--- src/rtl/mhb_pkg.sv ---
// Package for the multi-mode host bus pin decoder and its host-side driver.
// Assumes one 20 MHz system clock shared by both ends.
// Operation
// RL1: Select pin high means buffer, low registers.
// RL2: Sixteen upper address inputs carry bits 16..1.
// RL3: Byte-enable and sized modes use lowest address bit.
// RL4: Split-strobe mode: lowest address and high-write strobe lanes.
// RL5: Host grounds lowest address in four modes.
// RL6: Split-strobe mode: host holds low write high.
// RL7: Dual-strobe mode: two per-lane write strobes.
// RL8: Bus-start mode: writes strobe byte zero, one.
// RL9: Byte-enable mode: one strobe plus high enable.
// RL10: Sized mode: low write is size, high strobe.
// RL11: Output-enable modes: per-lane active enables.
// RL12: Data port on D[31:16] for 32-bit sized hosts.
// RL13: Nothing acts unless chip select asserted.
package mhb_pkg;

  typedef enum logic [2:0] {
    MHB_DUAL_STROBE,
    MHB_BYTE_ENABLE,
    MHB_BUS_START,
    MHB_SPLIT_STROBE_ASYNC,
    MHB_SIZED_ASYNC,
    MHB_BYTE_ENABLE_OE_A,
    MHB_BYTE_ENABLE_OE_B
  } mhb_mode_e;

  localparam int MHB_ADDR_W  = 16;
  localparam int MHB_DATA_W  = 16;
  localparam int MHB_LANE_W  = 8;
  localparam int MHB_SYNC_W  = 3;
  localparam int MHB_FULL_AW = 17;

endpackage : mhb_pkg

--- src/rtl/mhb_pins_if.sv ---
// Pin bundle between the host driver and the device decoder.
// Assumes the testbench resolves the data wire from the output enables.
`timescale 1ns/1ps
interface mhb_pins_if;
  import mhb_pkg::*;
  logic                  cs_n;
  logic                  mem_sel;
  logic [MHB_ADDR_W-1:0] upper_address_inputs;
  logic                  lowest_address_input;
  logic                  low_byte_write_input;
  logic                  high_byte_write_input;
  logic                  read_n;
  logic [MHB_DATA_W-1:0] host_data_port_host_o;
  logic                  host_data_port_host_oe_n;
  logic [MHB_DATA_W-1:0] host_data_port_dev_o;
  logic                  host_data_port_dev_oe_n;

  modport dev (
    input  cs_n, mem_sel, upper_address_inputs, lowest_address_input,
    input  low_byte_write_input, high_byte_write_input, read_n,
    input  host_data_port_host_o, host_data_port_host_oe_n,
    output host_data_port_dev_o, host_data_port_dev_oe_n
  );

  modport host (
    output cs_n, mem_sel, upper_address_inputs, lowest_address_input,
    output low_byte_write_input, high_byte_write_input, read_n,
    output host_data_port_host_o, host_data_port_host_oe_n,
    input  host_data_port_dev_o, host_data_port_dev_oe_n
  );
endinterface : mhb_pins_if

--- src/rtl/mhb_dev.sv ---
// Device end: samples host pins, decodes lanes per bus mode, emits access pulses.
// Assumes pins are asynchronous to I_CLK_SYS and the mode changes only while idle.
`timescale 1ns/1ps
module mhb_dev
  import mhb_pkg::*;
(
  input  wire logic                   I_CLK_SYS,
  input  wire logic                   I_SRST,
  input  wire mhb_mode_e              I_MODE,
  input  wire logic [MHB_DATA_W-1:0]  I_RD_DATA,
  mhb_pins_if.dev                     pins,
  output logic                        O_WR_STB,
  output logic                        O_RD_STB,
  output logic                        O_MEM_SEL,
  output logic [MHB_FULL_AW-1:0]      O_ADDR,
  output logic [1:0]                  O_LANE_EN,
  output logic [MHB_DATA_W-1:0]       O_WR_DATA
);

  localparam int NP = 6 + MHB_ADDR_W + MHB_DATA_W;

  logic [NP-1:0] s1_ff;
  logic [NP-1:0] s2_ff;
  logic [NP-1:0] s3_ff;
  logic [NP-1:0] pin_ff;
  logic [NP-1:0] raw;

  assign raw = {pins.cs_n, pins.mem_sel, pins.lowest_address_input,
                pins.low_byte_write_input, pins.high_byte_write_input, pins.read_n,
                pins.upper_address_inputs, pins.host_data_port_host_o};

  // Three-stage sampling; a bit changes once stages two and three agree.
  always_ff @(posedge I_CLK_SYS) begin
    if (I_SRST) begin
      s1_ff  <= {NP{1'b1}};
      s2_ff  <= {NP{1'b1}};
      s3_ff  <= {NP{1'b1}};
      pin_ff <= {NP{1'b1}};
    end else begin
      s1_ff <= raw;
      s2_ff <= s1_ff;
      s3_ff <= s2_ff;
      for (int i = 0; i < NP; i++) begin
        if (s2_ff[i] == s3_ff[i]) begin
          pin_ff[i] <= s3_ff[i];
        end
      end
    end
  end

  logic                  cs_n;
  logic                  msel;
  logic                  a0;
  logic                  wl;
  logic                  wh;
  logic                  rd_n;
  logic [MHB_ADDR_W-1:0] ahi;
  logic [MHB_DATA_W-1:0] din;

  assign {cs_n, msel, a0, wl, wh, rd_n, ahi, din} = pin_ff;

  // Per mode: active write, active read and lane enables of the current cycle.
  logic       wr_act;
  logic       rd_act;
  logic [1:0] lanes;
  logic       lsb;

  always_comb begin
    wr_act = 1'b0;
    rd_act = 1'b0;
    lanes  = 2'b00;
    lsb    = 1'b0;
    unique case (I_MODE)
      MHB_DUAL_STROBE, MHB_BUS_START: begin
        lanes  = {~wh, ~wl};  // see RL7 see RL8
        wr_act = |lanes;
        rd_act = ~rd_n;
        if (rd_act) lanes = 2'b11;
      end
      MHB_BYTE_ENABLE: begin
        lsb    = a0;  // see RL3
        lanes  = {~wh, ~a0};  // see RL9
        wr_act = ~wl;
        rd_act = ~rd_n;
      end
      MHB_SPLIT_STROBE_ASYNC: begin
        lanes  = {~wh, ~a0};  // see RL4
        wr_act = |lanes;
        rd_act = 1'b0;
      end
      MHB_SIZED_ASYNC: begin
        lsb    = a0;  // see RL3
        wr_act = ~wh;  // see RL10
        // Size bit zero set means a single byte at the lane picked by A0.
        lanes  = wl ? (a0 ? 2'b01 : 2'b10) : 2'b11;  // see RL10
      end
      MHB_BYTE_ENABLE_OE_A, MHB_BYTE_ENABLE_OE_B: begin
        lanes  = {~wh, ~wl};  // see RL11
        // Enabled lanes with the output enable low are a read, not a write.
        wr_act = |lanes & rd_n;
        rd_act = ~rd_n;
      end
      default: begin
        lanes = 2'b00;
      end
    endcase
  end

  logic sel;
  logic busy_ff;
  logic rd_hold_ff;

  assign sel = ~cs_n;  // see RL13

  // One pulse per access; a new access needs the strobes released or chip select dropped first.
  always_ff @(posedge I_CLK_SYS) begin
    if (I_SRST) begin
      busy_ff   <= 1'b0;
      O_WR_STB  <= 1'b0;
      O_RD_STB  <= 1'b0;
      O_MEM_SEL <= 1'b0;
      O_ADDR    <= '0;
      O_LANE_EN <= 2'b00;
      O_WR_DATA <= '0;
    end else begin
      O_WR_STB <= 1'b0;
      O_RD_STB <= 1'b0;
      if (!sel || !(wr_act || rd_act)) begin
        busy_ff <= 1'b0;
      end else if (!busy_ff) begin
        busy_ff   <= 1'b1;
        O_WR_STB  <= wr_act;
        O_RD_STB  <= rd_act & ~wr_act;
        O_MEM_SEL <= msel;  // see RL1
        O_ADDR    <= {ahi, lsb};  // see RL2
        O_LANE_EN <= lanes;
        O_WR_DATA <= din;  // see RL12
      end
    end
  end

  // Drive the data port only while selected and a read is under way.
  always_ff @(posedge I_CLK_SYS) begin
    if (I_SRST) begin
      rd_hold_ff <= 1'b0;
    end else begin
      rd_hold_ff <= sel & rd_act & ~wr_act;  // see RL13
    end
  end

  always_ff @(posedge I_CLK_SYS) begin
    if (I_SRST) begin
      pins.host_data_port_dev_o <= '0;
    end else if (sel && rd_act) begin
      pins.host_data_port_dev_o <= I_RD_DATA;
    end
  end

  assign pins.host_data_port_dev_oe_n = ~(rd_hold_ff & sel & rd_act);  // see RL13

endmodule : mhb_dev

--- src/flat_wrapper.sv ---
// flat-port wrapper written by rule: the top's interface ports become plain ports
module mhb_dev_flat import mhb_pkg::*;
  (I_CLK_SYS, I_SRST, I_MODE, I_RD_DATA, O_WR_STB, O_RD_STB, O_MEM_SEL, O_ADDR, O_LANE_EN, O_WR_DATA, pins_cs_n, pins_mem_sel, pins_upper_address_inputs, pins_lowest_address_input, pins_low_byte_write_input, pins_high_byte_write_input, pins_read_n, pins_host_data_port_host_o, pins_host_data_port_host_oe_n, pins_host_data_port_dev_o, pins_host_data_port_dev_oe_n);
  mhb_pins_if pins_i ();
  input  wire logic I_CLK_SYS;
  input  wire logic I_SRST;
  input  wire mhb_mode_e I_MODE;
  input  wire logic [MHB_DATA_W-1:0] I_RD_DATA;
  output logic O_WR_STB;
  output logic O_RD_STB;
  output logic O_MEM_SEL;
  output logic [MHB_FULL_AW-1:0] O_ADDR;
  output logic [1:0] O_LANE_EN;
  output logic [MHB_DATA_W-1:0] O_WR_DATA;
  input wire logic [$bits(pins_i.cs_n)-1:0] pins_cs_n;
  input wire logic [$bits(pins_i.mem_sel)-1:0] pins_mem_sel;
  input wire logic [$bits(pins_i.upper_address_inputs)-1:0] pins_upper_address_inputs;
  input wire logic [$bits(pins_i.lowest_address_input)-1:0] pins_lowest_address_input;
  input wire logic [$bits(pins_i.low_byte_write_input)-1:0] pins_low_byte_write_input;
  input wire logic [$bits(pins_i.high_byte_write_input)-1:0] pins_high_byte_write_input;
  input wire logic [$bits(pins_i.read_n)-1:0] pins_read_n;
  input wire logic [$bits(pins_i.host_data_port_host_o)-1:0] pins_host_data_port_host_o;
  input wire logic [$bits(pins_i.host_data_port_host_oe_n)-1:0] pins_host_data_port_host_oe_n;
  output wire logic [$bits(pins_i.host_data_port_dev_o)-1:0] pins_host_data_port_dev_o;
  output wire logic [$bits(pins_i.host_data_port_dev_oe_n)-1:0] pins_host_data_port_dev_oe_n;
  assign pins_i.cs_n = pins_cs_n;
  assign pins_i.mem_sel = pins_mem_sel;
  assign pins_i.upper_address_inputs = pins_upper_address_inputs;
  assign pins_i.lowest_address_input = pins_lowest_address_input;
  assign pins_i.low_byte_write_input = pins_low_byte_write_input;
  assign pins_i.high_byte_write_input = pins_high_byte_write_input;
  assign pins_i.read_n = pins_read_n;
  assign pins_i.host_data_port_host_o = pins_host_data_port_host_o;
  assign pins_i.host_data_port_host_oe_n = pins_host_data_port_host_oe_n;
  assign pins_host_data_port_dev_o = pins_i.host_data_port_dev_o;
  assign pins_host_data_port_dev_oe_n = pins_i.host_data_port_dev_oe_n;
  mhb_dev u_core (.I_CLK_SYS(I_CLK_SYS), .I_SRST(I_SRST), .I_MODE(I_MODE), .I_RD_DATA(I_RD_DATA), .pins(pins_i), .O_WR_STB(O_WR_STB), .O_RD_STB(O_RD_STB), .O_MEM_SEL(O_MEM_SEL), .O_ADDR(O_ADDR), .O_LANE_EN(O_LANE_EN), .O_WR_DATA(O_WR_DATA));
endmodule
--- config.mk ---
export PLATFORM = sky130hd
export DESIGN_NAME = mhb_dev_flat
export DESIGN_NICKNAME = d
export VERILOG_FILES = /design/src/rtl/mhb_pkg.sv /design/src/rtl/mhb_pins_if.sv /design/src/rtl/mhb_dev.sv /design/src/flat_wrapper.sv
export SDC_FILE = /design/constraint.sdc
export NUM_CORES = 1
export LEC_CHECK = 0
export BUFFER_PORTS_ARGS = -buffer_cell sky130_fd_sc_hd__buf_4
export CELL_PAD_IN_SITES_DETAIL_PLACEMENT = 1
export CELL_PAD_IN_SITES_GLOBAL_PLACEMENT = 2
export CORE_MARGIN = 2
export CORE_UTILIZATION = 35
export CTS_CLUSTER_DIAMETER = 120
export DETAILED_ROUTE_END_ITERATION = 8
export MAX_ROUTING_LAYER = met4
export PLACE_DENSITY_LB_ADDON = 0.1
export SLEW_MARGIN = 0
export SYNTH_ARGS = -nofsm -noshare
export SYNTH_HDL_FRONTEND = slang
export SYNTH_SLANG_ARGS = --single-unit
export TNS_END_PERCENT = 1
--- constraint.sdc ---
create_clock -name I_CLK_SYS -period 2.24 [get_ports I_CLK_SYS]
set_input_delay 0.112 -clock I_CLK_SYS [delete_from_list [all_inputs] [get_ports I_CLK_SYS]]
set_output_delay 0.112 -clock I_CLK_SYS [all_outputs]
set_load 0.05 [all_outputs]
==> impl_metrics.toml, run 1 <==
[outcome]
status = "completed"

[die]
initial_core_util_pct = 35.81
fp.dieW_um = 142.6
core_mm2 = 0.01877
die-area_mm2 = 0.02033
die_h_um = 142.6
row_count = 50
boundaryPins = 115

[critical_path]
cp_common_cell = "buf_4"
crit_path_end_kind = "primary output"
cp.arrival_ns = 1.84
critPathLaunchType = "flop"
path_cells = "nor2_1 -> and3_1 -> buf_4 -> nand2_1 -> buf_4"
critPathSlowestCell = "dfxtp_2"
critPathMaxFanout = 15
path_class = "flop to primary output"
cp.required_ns = 2.13
slowest_delay_ns = 0.55

[place]
port_buffers = 113
gp_congestion = 0.6956
place_area_mm2 = 0.007797
dp_hpwl_um = 9536

[synth]
avgSynthCellArea_um2 = 10.44
postSynthCellCount = 644
ys_seq_area_share_pct = 61.95
yosys_warnings = 0
synthFlopType = "dfxtp_1"
syn_area_mm2 = 0.006721
ys_async_sr_fraction_pct = 0
synth_cell_type_count = 38
synth_edf_count = 0
syn-num-nets = 704
ys_ff_latch = 208

[route]
drt_iter0_markers = 195
drt_first_pass_iters = 4
via_count = 5126
post_drt_wl_per_cell_um = 15.06
drc = 0
routed_via_density = 4.896
routed_wl_um = 15770
antenna_left = 0

[clock_tree]
clockRootBuffer = "clkbuf_16"
clock-sinks = 208
clk_path_buf_depth = 3
cts_resized = 0
numCtsBuffers = 22
cts_tree = "built"
cts-hold-fix-buffers = 54
clk_latency_ns = 0.49
htreeDepth = 1
cts.reportedPaths.clkPinSlew_ns = 0.06
cts_setup_buffers = 0

[layout]
drive_gt1_share_pct = 34.44
final_cell_mix = "dfxtp_1 (206), buf_4 (119), or2_2 (114), a21oi_1 (57), dlygate4sd3_1 (54)"
nNetsFinal = 858
final_core_util_pct = 48.61
syn2layout_area_growth_pct = 35.72
final_common_cell = "dfxtp_1"
n_antenna_cell = 0
fin_area_mm2 = 0.009123
nFillCells = 2039

[worst_hold_path]
hold_path_class = "primary input to flop"

[power]
leakagePower_nw = 3.547
p_per_area_mw_per_mm2 = 876.8
irDropWorstVdd_mv = 0.4323

[timing]
report.final.hold_viol_count = 0
rsz0062_at_grt = "false"
fmax_mhz = 513.0
tightest_slew_ns = 0.6540
finalSetupViolations = 0
min_period_ns = 1.949
fin_setup_tns_ns = 0
post-route-period-util_pct = 87.02
report.final.slew_viol_count = 0
finalClockSkew_ns = 0.005840
relSlewSlack_pct = 56.28
holdWs_ns = 0.03098

[global_routing]
grt_max_degree = 136
grt_pass1_vias = 5200
antenna_found_initial = 0
grt_pass1_wl_um = 25470
grt-ovfl-total = 0
grt.total_usage_pct = 15.77

[job]
cap_violations = 0
## through the flow
stage,setup WS [ns],power (W),cells
global placement,0.4471,0.004145,954
CTS,0.2771,0.008123,1047
detailed placement,0.3529,0.004157,954
floorplan,0.5258,0.004028,644
finish,0.2909,0.007998,1047
global route,0.2271,0.008342,1047
## cell families after synthesis
family / count (synthesis) / synth area share (%)
XOR/XNOR: 1 / 0.1303
multiplexers: 2 / 0.2979
AND/OR/NAND/NOR: 208 / 16.59
buffers and inverters: 50 / 3.146
flip-flops: 208 / 61.95
AO/OA/AOI/OAI: 175 / 17.89
## cells in the mapped netlist, types with 2 or more instances
cell type / number / share of area [%]
and3_1: 2 / 0.19
nand2b_1: 3 / 0.28
o21ai_1: 2 / 0.15
nand3_1: 2 / 0.15
or2_2: 114 / 11
dfxtp_1: 208 / 62
inv_1: 2 / 0.11
o311a_1: 33 / 4.9
nor2b_1: 2 / 0.19
buf_2: 7 / 0.52
mux2i_1: 2 / 0.30
buf_4: 2 / 0.22
nor3_1: 2 / 0.15
nor2_1: 41 / 2.3
a31o_1: 33 / 4.3
clkbuf_1: 36 / 2.0
nand2_1: 36 / 2.0
o21ai_0: 41 / 3.1
a21oi_1: 57 / 4.2
## layer usage
| layer | global-route usage (%) | vias up | wire length [µm] |
|---|---|---|---|
| met5 | - | - | 0 |
| met4 | 3.908 | 0 | 274 |
| met3 | 2.692 | 24 | 656 |
| met2 | 27.53 | 103 | 7730 |
| met1 | 18.96 | 2459 | 7110 |
| li1 | - | 2540 | - |
## critical path, delay by kind of cell (launching register included)
| family | cells | cell delay [ns] |
|---|---|---|
| simple gates | 3 | 0.40 |
| buf+inv | 2 | 0.39 |
| flops | 1 | 0.55 |
## area by class of cell
type	instances	area, µm²	area share [%]
flip-flops and latches	208	4167	45.67
multi-input cells	386	2352	25.79
repair buffers	177	1514	16.60
clock buffers	28	624.3	6.844
well taps	234	292.8	3.209
clock inverters	11	160.2	1.756
inverters	3	12.51	0.1372
## power breakdown
| part | total, W | internal, W | switching (W) |
|---|---|---|---|
| combinational | 0.000326 | 0.000198 | 0.000128 |
| sequential | 0.00382 | 0.00378 | 0.0000371 |
| clock | 0.00385 | 0.00243 | 0.00142 |
| total | 0.00800 | 0.00641 | 0.00159 |
## registers in the layout, summed over array words and instances (netlist names)
register	flops
u_core.s1_ff	38
u_core.s2_ff	38
u_core.O_WR_STB	1
u_core.s3_ff	38
u_core.O_ADDR	17
u_core.pins.host_data_port_dev_o	16
u_core.O_RD_STB	1
u_core.O_MEM_SEL	1
u_core.pin_ff	38
u_core.rd_hold_ff	1
u_core.busy_ff	1
u_core.O_WR_DATA	16
u_core.O_LANE_EN	2
## path summary, 6_finish.rpt
check	slack [ns]	endpoint	start	depth (start not counted)
max	0.29	pins_host_data_port_dev_oe_n	u_core.pin_ff[37]	5
max reg2reg	0.34	u_core.O_ADDR[3]	u_core.pin_ff[33]	6
min reg2reg	0.41	u_core.s2_ff[10]	u_core.s1_ff[10]	1
min	0.03	u_core.O_ADDR[0]	I_MODE[1]	4
Note: power is estimated with default switching activity, not from simulation.
==> run 2: changes to the inputs <==
--- a/config.mk
+++ b/config.mk
@@ -14,6 +14,7 @@
 export DETAILED_ROUTE_END_ITERATION = 8
 export MAX_ROUTING_LAYER = met4
 export PLACE_DENSITY_LB_ADDON = 0.1
+export RECOVER_POWER = 50
 export SLEW_MARGIN = 0
 export SYNTH_ARGS = -nofsm -noshare
 export SYNTH_HDL_FRONTEND = slang
==> run 2 against run 1 <==
Worst setup slack lost 0.0015 ns; routed wire length shrank 0.44%; critical path type unchanged; critical path depth is the same; via count is essentially flat; clock-buffer cell count is the same; final cell count is the same; clock skew is essentially flat; clock power is essentially flat; critical endpoint unchanged; final area is the same.
==> impl_metrics.toml, run 2 (synthesis gave the netlist of run 1 again) <==
[die]
core_mm2 = 0.01877
fp.dieW_um = 142.6
initial_core_util_pct = 35.81
die_h_um = 142.6
die-area_mm2 = 0.02033
boundaryPins = 115
row_count = 50

[critical_path]
critPathLaunchType = "flop"
slowest_delay_ns = 0.55
path_cells = "nor2_1 -> and3_1 -> buf_4 -> nand2_1 -> buf_4"
r2r_slack_ns = 0.34
reg2reg_from = "u_core.pin_ff[33]"
cp.required_ns = 2.13
critPathSlowestCell = "dfxtp_2"
cp.arrival_ns = 1.84
path_class = "flop to primary output"
critPathMaxFanout = 15
crit_path_end_kind = "primary output"
cp-startpoint = "u_core.pin_ff[37]"
cp_common_cell = "buf_4"

[timing]
report.final.hold_viol_count = 0
tightest_slew_ns = 1.333
min_period_ns = 1.951
relSlewSlack_pct = 10.64
setup_ws_ns = 0.2893
report.final.slew_viol_count = 0
finalClockSkew_ns = 0.005506
fin_setup_tns_ns = 0
post-route-period-util_pct = 87.08
fmax_mhz = 512.6
finalSetupViolations = 0
rsz0062_at_grt = "false"

[layout]
n_antenna_cell = 0
drive_gt1_share_pct = 34.44
final_cell_mix = "dfxtp_1 (206), or2_2 (114), buf_4 (81), a21oi_1 (57), dlygate4sd3_1 (54)"
nNetsFinal = 858
final_common_cell = "dfxtp_1"
fin_area_mm2 = 0.009123
syn2layout_area_growth_pct = 35.72

[power]
power.total_w = 0.007997
p_per_area_mw_per_mm2 = 876.6
leakagePower_nw = 3.536
irDropWorstVdd_mv = 0.4332
p_comb_share_pct = 4.0
seq_power_share_pct = 47.8
p_int_w = 0.006407
p_switching_w = 0.001590
power.share.switching_pct = 19.88
pwr-share-clk_pct = 48.2

[place]
place_area_mm2 = 0.007797
gp_congestion = 0.6956
dp_hpwl_um = 9536
port_buffers = 113
dpl_worst_slack_ns = 0.3529

[route]
antenna_left = 0
drc = 0
drt_first_pass_iters = 4
routed_via_density = 4.892
via_count = 5122
routed_wl_um = 15700
post_drt_wl_per_cell_um = 15.00
drt_iter0_markers = 176

[clock_tree]
numCtsBuffers = 22
clk_latency_ns = 0.49
cts_tree = "built"
cts_resized = 0
clock-sinks = 208
clk_path_buf_depth = 3
cts.reportedPaths.clkPinSlew_ns = 0.06
clockRootBuffer = "clkbuf_16"
htreeDepth = 1

[global_routing]
grt_pass1_vias = 5200
grt-ovfl-total = 0
grt.total_usage_pct = 15.77
grt_max_degree = 136
antenna_found_initial = 0
grt_pass1_wl_um = 25470

[outcome]
status = "completed"

[worst_hold_path]
hold_path_class = "primary input to flop"
holdCritStartpoint = "I_MODE[1]"

[job]
cap_violations = 0
-- run 2: area by class of cell --
cell class / count / area (µm²)
Fill cell: 2039 / 9646
Sequential cell: 208 / 4167
Multi-Input combinational cell: 386 / 2352
Timing Repair Buffer: 177 / 1514
Clock buffer: 28 / 624.3
Tap cell: 234 / 292.8
Clock inverter: 11 / 160.2
Inverter: 3 / 12.51
-- run 2: path summary, 6_finish.rpt --
check                                                    end  cells after the start
worst max-delay path            pins_host_data_port_dev_oe_n                      5
worst min-delay path                        u_core.O_ADDR[0]                      4
worst max register to register              u_core.O_ADDR[3]                      6
worst min register to register              u_core.s2_ff[10]                      1
-- run 2: per-layer routing --
metal,wire (µm),vias up,track usage [%]
met4,276,0,3.908
met2,7726,108,27.53
met1,7053,2449,18.96
met3,645,24,2.692
li1,-,2541,-
met5,0,-,-
-- run 2: stage by stage --
stage          utilization, %  hold WS, ns  instances
6_report                48.61      0.03071       1047
5_1_grt                 48.61      0.04287       1047
4_1_cts                 48.61      0.03039       1047
3_5_place_dp            41.55       0.2999        954
3_3_place_gp            41.55       0.2959        954
2_1_floorplan               -       0.2158        644
-- run 2: power by group through the flow --
stage | sequential, W | clock (W) | combinational [W]
after detailed placement | 0.00390 | 0 | 0.000254
after global placement | 0.00390 | 0 | 0.000246
final | 0.00382 | 0.00385 | 0.000322
after global routing | 0.00383 | 0.00415 | 0.000356
after CTS | 0.00382 | 0.00397 | 0.000331
after floorplan | 0.00389 | 0 | 0.000138
-- run 2: critical path, delay by kind of cell, from the launching register on --
family	cells	cell delay, ns
flip-flops	1	0.55
buffers and inverters	2	0.39
AND/OR/NAND/NOR	3	0.40
-- run 2: timing repair --
action	CTS	global route
hold buffers	54	0
buffers inserted	0	0
hold endpoints to repair	54	0
